### config.mk
export PLATFORM = sky130hd
export DESIGN_NAME = eae_exit_events
export DESIGN_NICKNAME = d
export VERILOG_FILES = /design/src/rtl/eae_exit_events.v /design/src/rtl/eae_status_reg.v
export VERILOG_INCLUDE_DIRS = /design/src /design/src/rtl
export SDC_FILE = /design/constraint.sdc
export NUM_CORES = 1
export LEC_CHECK = 0
export BUFFER_PORTS_ARGS = -buffer_cell sky130_fd_sc_hd__buf_2
export CAP_MARGIN = 25
export CORE_UTILIZATION = 44
export CTS_CLUSTER_SIZE = 14
export DETAILED_ROUTE_END_ITERATION = 10
export PLACE_DENSITY = 0.81
export SLEW_MARGIN = 20
export SYNTH_ARGS = -nofsm -noshare
export SYNTH_HDL_FRONTEND = slang
export SYNTH_SLANG_ARGS = --single-unit
### constraint.sdc
create_clock -name ref_clk -period 2 [get_ports ref_clk]
set_input_delay 0.5 -clock ref_clk [delete_from_list [all_inputs] [get_ports ref_clk]]
set_output_delay 0.5 -clock ref_clk [all_outputs]
set_load 0.01 [all_outputs]
### src/rtl/eae_regs.vh
`ifndef EAE_REGS_VH
`define EAE_REGS_VH
// Model-specific register address
`define EAE_STATUS_ADDR       12'h500
// Status register fields
`define EAE_LOCK_BIT          0
`define EAE_THRESH_LSB        16
`define EAE_THRESH_MSB        23
`define EAE_REG_WIDTH         64
// Save-map field carrying the interruption flag
`define EAE_SAVE_MAP_OFFSET   16'h7ee0
`define EAE_SAVE_MAP_BIT      1
// Reset values
`define EAE_STATUS_RESET      64'h0000000000000000
`define EAE_THRESH_RESET      8'h00
`endif

### src/rtl/eae_exit_events.v
`timescale 1ns/10ps
`default_nettype none
`include "eae_regs.vh"
module eae_exit_events
(
	input  wire        ref_clk,
	input  wire        reset,
	input  wire        enclaveEnter,
	input  wire        enclaveLeave,
	input  wire        smiEvent,
	input  wire        dualMonitorOn,
	input  wire        initEvent,
	input  wire        vmxRoot,
	input  wire        vmxNonRoot,
	input  wire        bootProcessor,
	input  wire        startupIpi,
	input  wire        secureLaunchInstr,
	input  wire        launchEntryEvent,
	input  wire        launchExitActive,
	input  wire        respondingProcessor,
	input  wire        enclaveInstrDone,
	input  wire        enclaveInstrFault,
	input  wire        enclaveInstrError,
	input  wire        safeModeCapable,
	input  wire [7:0]  firmwareThreshold,
	input  wire        moduleLaunchReq,
	input  wire        moduleSigned,
	input  wire [7:0]  moduleVersion,
	input  wire        dmaReq,
	input  wire        dmaReservedHit,
	input  wire        saveMapRead,
	input  wire [15:0] saveMapAddr,
	input  wire        msrRdEn,
	input  wire [11:0] msrRdAddr,
	output reg         enclaveMode,
	output reg         asyncExitPulse,
	output reg         toSmmHandler,
	output reg         toSmmMonitor,
	output reg         saveMapFlag,
	output reg  [31:0] saveMapData,
	output reg         exitReasonFlag,
	output reg         guestIntrFlag,
	output reg         vmExitPulse,
	output reg         powerOnInit,
	output reg         firmwareStart,
	output reg         waitStartup,
	output reg         invalidOpcode,
	output reg         pauseExec,
	output reg         launchShutdown,
	output reg         launchGranted,
	output reg         dmaGrant,
	output reg         dmaRefuse,
	output wire [63:0] msrData,
	output wire        msrValid
);
	// ****************************************
	// States
	// ****************************************
	localparam [3:0] ST_RUN   = 4'b0001;
	localparam [3:0] ST_EXIT  = 4'b0010;
	localparam [3:0] ST_WAIT  = 4'b0100;
	localparam [3:0] ST_PAUSE = 4'b1000;

	localparam [2:0] CAUSE_SMI    = 3'b001;
	localparam [2:0] CAUSE_INIT   = 3'b010;
	localparam [2:0] CAUSE_LAUNCH = 3'b100;

	reg  [3:0] state;
	reg  [3:0] next_state;
	reg  [2:0] cause;
	reg        causeDual;
	reg        causeNonRoot;
	reg        causeBoot;
	reg        exitFromEnclave;
	reg  [1:0] ipiCount;
	reg  [7:0] msrThreshold;
	wire       lockState;
	wire       instrOk;
	wire       smiTake;
	wire       initTake;
	wire       launchTake;
	wire       anyExit;

	assign instrOk    = enclaveInstrDone & ~enclaveInstrFault & ~enclaveInstrError;
	assign smiTake    = enclaveMode & smiEvent;
	assign initTake   = enclaveMode & initEvent & ~vmxRoot;
	assign launchTake = enclaveMode & launchEntryEvent & respondingProcessor;
	assign anyExit    = state == ST_RUN && (smiTake || initTake || launchTake);

	// ****************************************
	// Version status register
	// ****************************************
	eae_status_reg uStatus
	(
		.refClk                 (ref_clk),
		.reset                  (reset),
		.successfulEnclaveInstr (enclaveMode & instrOk),
		.safeModeCapable        (safeModeCapable),
		.firmwareThreshold      (firmwareThreshold),
		.rdEn                   (msrRdEn),
		.rdAddr                 (msrRdAddr),
		.rdData                 (msrData),
		.rdValid                (msrValid),
		.lockState              (lockState)
	);

	function versionBelow;
		input [7:0] ver;
		input [7:0] thr;
		begin
			versionBelow = ver < thr;
		end
	endfunction

	// ****************************************
	// Event sequencer
	// ****************************************
	always @*
	begin
		next_state = state;
		case (state)
			ST_RUN:
			begin
				if (anyExit)
					next_state = ST_EXIT;
				else if (enclaveMode && respondingProcessor && launchExitActive)
					next_state = ST_PAUSE;
			end
			ST_EXIT:
			begin
				if (cause == CAUSE_LAUNCH)
					next_state = ST_WAIT;
				else if (cause == CAUSE_INIT && !causeNonRoot && !causeBoot)
					next_state = ST_WAIT;
				else
					next_state = ST_RUN;
			end
			ST_WAIT:
			begin
				if (ipiCount == 2'd1 && startupIpi)
					next_state = ST_RUN;
			end
			ST_PAUSE:
			begin
				if (!launchExitActive)
					next_state = ST_RUN;
			end
			default:
				next_state = ST_RUN;
		endcase
	end

	always @(posedge ref_clk)
	begin
		if (reset)
		begin
			state           <= ST_RUN;
			cause           <= CAUSE_SMI;
			causeDual       <= 1'b0;
			causeNonRoot    <= 1'b0;
			causeBoot       <= 1'b0;
			enclaveMode     <= 1'b0;
			exitFromEnclave <= 1'b0;
			ipiCount        <= 2'd0;
		end
		else
		begin
			state <= next_state;
			if (anyExit)
			begin
				if (smiTake)
					cause <= CAUSE_SMI;
				else if (initTake)
					cause <= CAUSE_INIT;
				else
					cause <= CAUSE_LAUNCH;
				causeDual       <= dualMonitorOn;
				causeNonRoot    <= vmxNonRoot;
				causeBoot       <= bootProcessor;
				enclaveMode     <= 1'b0;
				exitFromEnclave <= 1'b1;
			end
			else if (state == ST_RUN && smiEvent)
				exitFromEnclave <= 1'b0;
			else if (state == ST_RUN && enclaveLeave)
				enclaveMode <= 1'b0;
			else if (state == ST_RUN && enclaveEnter)
				enclaveMode <= 1'b1;
			// Waiting never in enclave; stray IPIs dropped
			if (state != ST_WAIT)
				ipiCount <= 2'd0;
			else if (startupIpi && ipiCount != 2'd1)
				ipiCount <= ipiCount + 2'd1;
		end
	end

	// ****************************************
	// Exit outputs and routing
	// ****************************************
	always @(posedge ref_clk)
	begin
		if (reset)
		begin
			asyncExitPulse <= 1'b0;
			toSmmHandler   <= 1'b0;
			toSmmMonitor   <= 1'b0;
			saveMapFlag    <= 1'b0;
			exitReasonFlag <= 1'b0;
			guestIntrFlag  <= 1'b0;
			vmExitPulse    <= 1'b0;
			powerOnInit    <= 1'b0;
			firmwareStart  <= 1'b0;
			waitStartup    <= 1'b0;
			pauseExec      <= 1'b0;
		end
		else
		begin
			asyncExitPulse <= anyExit;
			toSmmHandler   <= 1'b0;
			toSmmMonitor   <= 1'b0;
			vmExitPulse    <= 1'b0;
			powerOnInit    <= 1'b0;
			firmwareStart  <= 1'b0;
			if (state == ST_RUN && smiEvent && !anyExit)
				saveMapFlag <= 1'b0;
			if (state == ST_EXIT)
			begin
				case (cause)
					CAUSE_SMI:
					begin
						toSmmHandler   <= ~causeDual;
						saveMapFlag    <= ~causeDual;
						toSmmMonitor   <= causeDual;
						vmExitPulse    <= causeDual;
						exitReasonFlag <= causeDual;
						guestIntrFlag  <= causeDual;
					end
					CAUSE_INIT:
					begin
						vmExitPulse    <= causeNonRoot;
						exitReasonFlag <= causeNonRoot;
						guestIntrFlag  <= 1'b0;
						powerOnInit    <= ~causeNonRoot;
						firmwareStart  <= ~causeNonRoot & causeBoot;
					end
					default:
					begin
						exitReasonFlag <= 1'b0;
						guestIntrFlag  <= 1'b0;
					end
				endcase
			end
			waitStartup <= next_state == ST_WAIT;
			pauseExec   <= next_state == ST_PAUSE;
		end
	end

	// ****************************************
	// Save-map read port, flag not writable
	// ****************************************
	always @(posedge ref_clk)
	begin
		if (reset)
			saveMapData <= 32'h00000000;
		else if (saveMapRead && saveMapAddr == `EAE_SAVE_MAP_OFFSET)
			saveMapData <= {30'h00000000, saveMapFlag & exitFromEnclave, 1'b0};
		else
			saveMapData <= 32'h00000000;
	end

	// ****************************************
	// Invalid opcode, launch checks, DMA filter
	// ****************************************
	always @(posedge ref_clk)
	begin
		if (reset)
		begin
			invalidOpcode  <= 1'b0;
			launchShutdown <= 1'b0;
			launchGranted  <= 1'b0;
			dmaGrant       <= 1'b0;
			dmaRefuse      <= 1'b0;
		end
		else
		begin
			invalidOpcode <= enclaveMode & secureLaunchInstr;
			// Enclave state is untouched by launches
			launchShutdown <= moduleLaunchReq & moduleSigned & lockState
				& versionBelow(moduleVersion, msrThreshold);
			launchGranted  <= moduleLaunchReq & moduleSigned & ~(lockState
				& versionBelow(moduleVersion, msrThreshold));
			dmaGrant  <= dmaReq & ~dmaReservedHit;
			dmaRefuse <= dmaReq & dmaReservedHit;
		end
	end

	always @(posedge ref_clk)
	begin
		if (reset)
			msrThreshold <= `EAE_THRESH_RESET;
		else if (!lockState)
			msrThreshold <= firmwareThreshold;
	end
endmodule // eae_exit_events
`default_nettype wire

### src/rtl/eae_status_reg.v
`timescale 1ns/10ps
`default_nettype none
`include "eae_regs.vh"
module eae_status_reg
(
	input  wire        refClk,
	input  wire        reset,
	input  wire        successfulEnclaveInstr,
	input  wire        safeModeCapable,
	input  wire [7:0]  firmwareThreshold,
	input  wire        rdEn,
	input  wire [11:0] rdAddr,
	output reg  [63:0] rdData,
	output reg         rdValid,
	output reg         lockState
);
	reg  [7:0]  lockedThreshold;
	wire [7:0]  threshField;
	wire [63:0] statusWord;

	// ****************************************
	// Threshold lock
	// ****************************************
	always @(posedge refClk)
	begin
		if (reset)
		begin
			lockState       <= 1'b0;
			lockedThreshold <= `EAE_THRESH_RESET;
		end
		else if (!lockState && successfulEnclaveInstr)
		begin
			lockState       <= 1'b1;
			lockedThreshold <= firmwareThreshold;
		end
	end

	assign threshField = lockState ? lockedThreshold : firmwareThreshold;

	// Reserved bits zero, field zero without capability
	assign statusWord = {40'h0000000000,
		(safeModeCapable ? threshField : 8'h00), 15'h0000, lockState};

	// ****************************************
	// Read-only access; writes have no path
	// ****************************************
	always @(posedge refClk)
	begin
		if (reset)
		begin
			rdData  <= `EAE_STATUS_RESET;
			rdValid <= 1'b0;
		end
		else
		begin
			rdValid <= rdEn;
			if (rdEn && rdAddr == `EAE_STATUS_ADDR)
				rdData <= statusWord;
			else
				rdData <= `EAE_STATUS_RESET;
		end
	end
endmodule // eae_status_reg
`default_nettype wire

# Yosys cells after proc, flatten, opt, wreduce, memory -nomap -nowiden
# Index checks and enable logic that the tools add are counted.
# Widths: inputs -> output; s select.
dict set report op_classes {
  n_addsub 1
  n_lt_le_gt_ge 1
  eq_ne 14
  mux 19
  bitwise 32
  n_reduce_logical 31
}
# op count
set ops {}
lappend ops {{$and 1x1->1} 18}
lappend ops {{$eq 16x15->1 const B} 1}
lappend ops {{$mux 4} 4}
lappend ops {{$pmux 4 s4} 1}
lappend ops {{$logic_and 1x1->1} 14}
lappend ops {{$not 1->1} 14}
lappend ops {{$eq 12x11->1 const B} 1}
lappend ops {{$mux 3} 4}
lappend ops {{$reduce_or 2->1} 5}
lappend ops {{$reduce_or 3->1} 3}
lappend ops {{$eq 4x3->1 const B} 2}
lappend ops {{$eq 4x4->1 const B} 2}
lappend ops {{$lt 8x8->1} 1}
lappend ops {{$mux 1} 8}
lappend ops {{$mux 8} 1}
lappend ops {{$eq 4x1->1 const B} 1}
lappend ops {{$eq 4x2->1 const B} 1}
lappend ops {{$logic_not 1->1} 4}
lappend ops {{$ne 4x3->1 const B} 1}
lappend ops {{$reduce_bool 2->1} 2}
lappend ops {{$eq 3x1->1 const B} 1}
lappend ops {{$eq 3x2->1 const B} 1}
lappend ops {{$eq 3x3->1 const B} 1}
lappend ops {{$add 2x1->2 const B} 1}
lappend ops {{5 further kinds} 6}
dict set report totals {
  reg_bits 144
  output_inout_bits 114
  wordCells 131
}

# Logic depth before layout (Yosys ltp)
dict set report logic_depth {
  depth_word 10
  depth_mapped 6
}

# Modules after synthesis
# A second synthesis with hierarchy kept.
dict set report unflattened {
  cells_unflattened 348
  hier_area_um2 3184.3
}
# mod n_inst cells_per_inst area_per_inst_um2 seq_area_each_um2
set by_module_without_submodules {}
lappend by_module_without_submodules {eae_exit_events 1 226 2033.2 780.7}
lappend by_module_without_submodules {eae_status_reg 1 122 1151.1 380.4}

# Worst setup path before layout
# Ideal clock, no wire load.
dict set report synth_path {
  path_type {input to register}
  from {input port moduleVersion[5]}
  to {register launchGranted}
  setup_time_ns 0.116
  t_arrival_ns 1.413
  required_time_ns 1.884
  path_slack_ns 0.471
  cell_stages 5
  n_path_buf 0
  cell_sequence {ha_1 > a21oi_1 > a2bb2oi_1 > a311oi_1 > a31o_2}
}
dict set report synth_via {
  elab_chain_len 4
}
# element line
set synth_lines {}
lappend synth_lines {{start, declared} eae_exit_events.v:28} ;# input wire [7:0] moduleVersion,
lappend synth_lines {{$lt 8x8->1} eae_exit_events.v:111} ;# versionBelow = ver < thr;
lappend synth_lines {{$and 1x1->1} eae_exit_events.v:291} ;# & versionBelow(moduleVersion, msrThreshold));
lappend synth_lines {{$not 1->1} eae_exit_events.v:290} ;# launchGranted <= moduleLaunchReq & moduleSigned & ~(lockState
lappend synth_lines {{$and 1x1->1} eae_exit_events.v:290}
lappend synth_lines {{end signal, assigned} eae_exit_events.v:290}
lappend synth_lines {{end, declared} eae_exit_events.v:50} ;# output reg launchGranted,
# No other way between the ends.
# A chain may end at the register's enable or synchronous reset.

# Worst setup path in the final report
dict set report layout_path {
  from {register enclaveMode}
  to {output port enclaveMode}
}
# element line
set layout_rtl {}
lappend layout_rtl {{start, declared} eae_exit_events.v:35} ;# output reg enclaveMode,
lappend layout_rtl {{start signal, assigned} eae_exit_events.v:162} ;# enclaveMode <= 1'b0;
lappend layout_rtl {{start signal, assigned} eae_exit_events.v:180} ;# enclaveMode <= 1'b0;
lappend layout_rtl {{start signal, assigned} eae_exit_events.v:186} ;# enclaveMode <= 1'b0;
# No word-level cell between the ends.

==> impl_metrics.json <==
{
  "outcome": "completed",
  "clkLatencyLatePin_ns": 0.33,
  "min_period_ns": 1.69,
  "drive_above_1_share_pct": 26.4,
  "route.detailed.drc": 0,
  "fillers": 633,
  "critical-path-slowest-cell": "dfxtp_1",
  "core_area_um2": 6530,
  "routedWlPerCell_um": 11.5,
  "hp-class": "in2reg",
  "diodes": 0,
  "crit_family": "flip-flops",
  "netlist_area_um2": 3050,
  "syn_inst": 352,
  "syn2layout_area_growth_pct": 14.6,
  "cts.sinks": 58,
  "drtPass1Iterations": 4,
  "ios": 183,
  "vias": 2452,
  "cts-resized-gates": 0,
  "final_nets": 531,
  "path_clk_slew_ns": 0.07,
  "portBuffers": 96,
  "placed_cell_area_um2": 3290,
  "yosysMostFrequentCell": "buf_4",
  "synth.avg_cell_area_um2": 8.65,
  "seq_area_frac_synth_pct": 38.1,
  "final.setup.worst_slack_ns": 0.307,
  "dp_hpwl_um": 4730,
  "yosys_register_bits": 58,
  "synth-main-ff-cell": "dfxtp_1",
  "whs_path_depth": 2,
  "antenna_found_initial": 0,
  "max_slew_margin_pct": 65.9,
  "grt-ovfl-total": 0,
  "drtIter0Drc": 71,
  "slew_viol_final": 0,
  "skew_ns": 0.00741,
  "hold_viol_final": 0,
  "hold_start": "dmaReservedHit",
  "routed_wl_um": 6150,
  "fmax_mhz": 591,
  "crit_arrival_ns": 1.19,
  "cts_tree": "yes",
  "cts_setup_buffers": 0,
  "die_w_um": 85.2,
  "path_max_fanout": 12,
  "rr_endpoint": "cause[2]$_SDFFE_PP0P_",
  "grt_pass1_vias": 2179,
  "cts_buffers": 9,
  "synth_warnings": 0,
  "tightest_slew_ns": 0.511,
  "tns_ns": 0,
  "via_per_inst": 4.57,
  "rsz0062_at_grt": "false",
  "final_antenna_net_count": 0,
  "yosysTopAreaCellShare_pct": 38.1,
  "crit_buf_inv": 1,
  "regToRegSetupSlack_ns": 0.33,
  "synth.top_cells.by_count": "buf_4 (86), dfxtp_1 (58), nand2_1 (45), a21oi_1 (27), nor2_1 (23)",
  "synthDistinctLibCells": 46,
  "die_y_um": 85.2,
  "hold_buffers": 0,
  "grt_max_degree": 21,
  "critPathCaptureType": "output port",
  "reg2reg_from": "state[0]$_SDFF_PP1_",
  "async_reset_ff_share_pct": 0,
  "root_buffer": "clkbuf_8",
  "worst_setup_path_start_kind": "register",
  "yosysTopAreaCell": "dfxtp_1",
  "synth_area_leaders": "dfxtp_1 (38%), buf_4 (21%), nand2_1 (5.5%)",
  "crit_required_ns": 1.50,
  "fp-row-count": 29,
  "synth_edf_count": 0,
  "seq_area_um2": 1160,
  "drv_cap": 0,
  "routabilityCongestion": 0.785,
  "finalSetupViolations": 0,
  "fin_area_um2": 3490,
  "multi_input_area_um2": 1460,
  "critPathKind": "reg2out",
  "pre_cts_ws_ns": 0.299,
  "max-vdd-ir-drop_mv": 0.340,
  "cts_max_path_buffers": 2,
  "worstRegToRegCells": 4,
  "power.density_nw_per_um2": 758,
  "start_util_pct": 46.6,
  "max_stage_delay_ns": 0.64,
  "grt_pass1_wl_um": 9590,
  "power.leakage_uw": 0.00179,
  "path_cells": "buf_2",
  "period_share_pct": 84.6,
  "holdPathEnd": "dmaGrant$_SDFF_PP0_",
  "fp.dieArea_um2": 7260,
  "grtUsageTotal_pct": 16.9,
  "htreeDepth": 3
}
==> cells by family (layout without fill, tap and decap cells) <==
group	Yosys count	in the layout	synth area share, %
other cells	1	86	0.123
simple gates	109	109	18.7
fa+ha+maj	8	8	3.29
xor+xnor	2	2	0.575
buf+inv	109	131	24.3
compound gates	54	54	11.3
flops	58	58	38.1
mux	11	11	3.62
==> layer usage <==
metal	track usage [%]	vias up	share of wire (%)
met5	0	-	0
met4	8.78	0	1.8
met3	3.40	10	7.6
met2	29.5	125	48
met1	19.7	1106	43
li1	-	1211	-
==> layout make-up <==
| class | count | share of cell area (%) |
|---|---|---|
| clock buffers | 9 | 3.55 |
| clock inverters | 7 | 2.26 |
| inverters | 15 | 1.61 |
| multi-input cells | 270 | 41.9 |
| flip-flops and latches | 58 | 33.3 |
| well taps | 77 | 2.76 |
| repair buffers | 100 | 14.6 |
==> worst max path at each step <==
| stage | from | end | slack (ns) | cells past startpoint |
|---|---|---|---|---|
| after floorplan | moduleVersion[5] | launchGranted$_SDFF_PP0_ | 0.47 | 5 |
| after global placement | moduleVersion[5] | launchGranted$_SDFF_PP0_ | 0.34 | 6 |
| after detailed placement | moduleVersion[5] | launchGranted$_SDFF_PP0_ | 0.30 | 6 |
| after CTS | enclaveMode$_SDFFE_PP0P_ | enclaveMode | 0.29 | 1 |
| after global routing | state[0]$_SDFF_PP1_ | cause[2]$_SDFFE_PP0P_ | 0.19 | 4 |
| final | enclaveMode$_SDFFE_PP0P_ | enclaveMode | 0.31 | 1 |
==> per-stage QoR <==
step	instances	utilization, %	total power (uW)	hold WS [ns]
after floorplan	437	-	1580	0.430
after global placement	520	50.3	1560	0.437
after detailed placement	520	50.3	1580	0.447
after CTS	536	53.4	2670	0.322
after global routing	536	53.4	2780	0.342
final	536	53.4	2650	0.336
==> layout by cell type, fill, tap and decap left out, drive strengths merged, types with 2 or more instances in the layout <==
master	n
ha	8
a31oi	3
clkbuf	9
nand2b	3
inv	15
o21ai	5
nand3	5
nor4b	5
a21oi	27
nor3	2
nor4	4
dfxtp	58
conb	86
nand4	3
a21o	3
nor2b	7
a21boi	4
mux2i	11
and2	3
clkinv	3
clkinvlp	3
nand2	45
o211ai	4
buf	100
nor2	23
nand4b	3
==> registers in the layout, indices dropped and copies added (netlist names), 2 cells and up <==
signal                   count
state                        4
uStatus.lockedThreshold      8
ipiCount                     2
uStatus.rdData               9
cause                        3
msrThreshold                 8
==> power by group <==
part | leakage [uW] | internal [uW] | switching, uW
combinational | 0.00123 | 129 | 205
sequential | 0.000471 | 1190 | 34.6
clock | 0.0000921 | 583 | 509
total | 0.00179 | 1900 | 748
==> worst register-to-register path, delay by kind of cell, from the launching register on <==
kind	cells	cell delay, ns
AOI/OAI and AO/OA	2	0.40
and+or+nand+nor	2	0.71
DFF	1	0.49
Note: power is estimated with default switching activity, not from simulation.
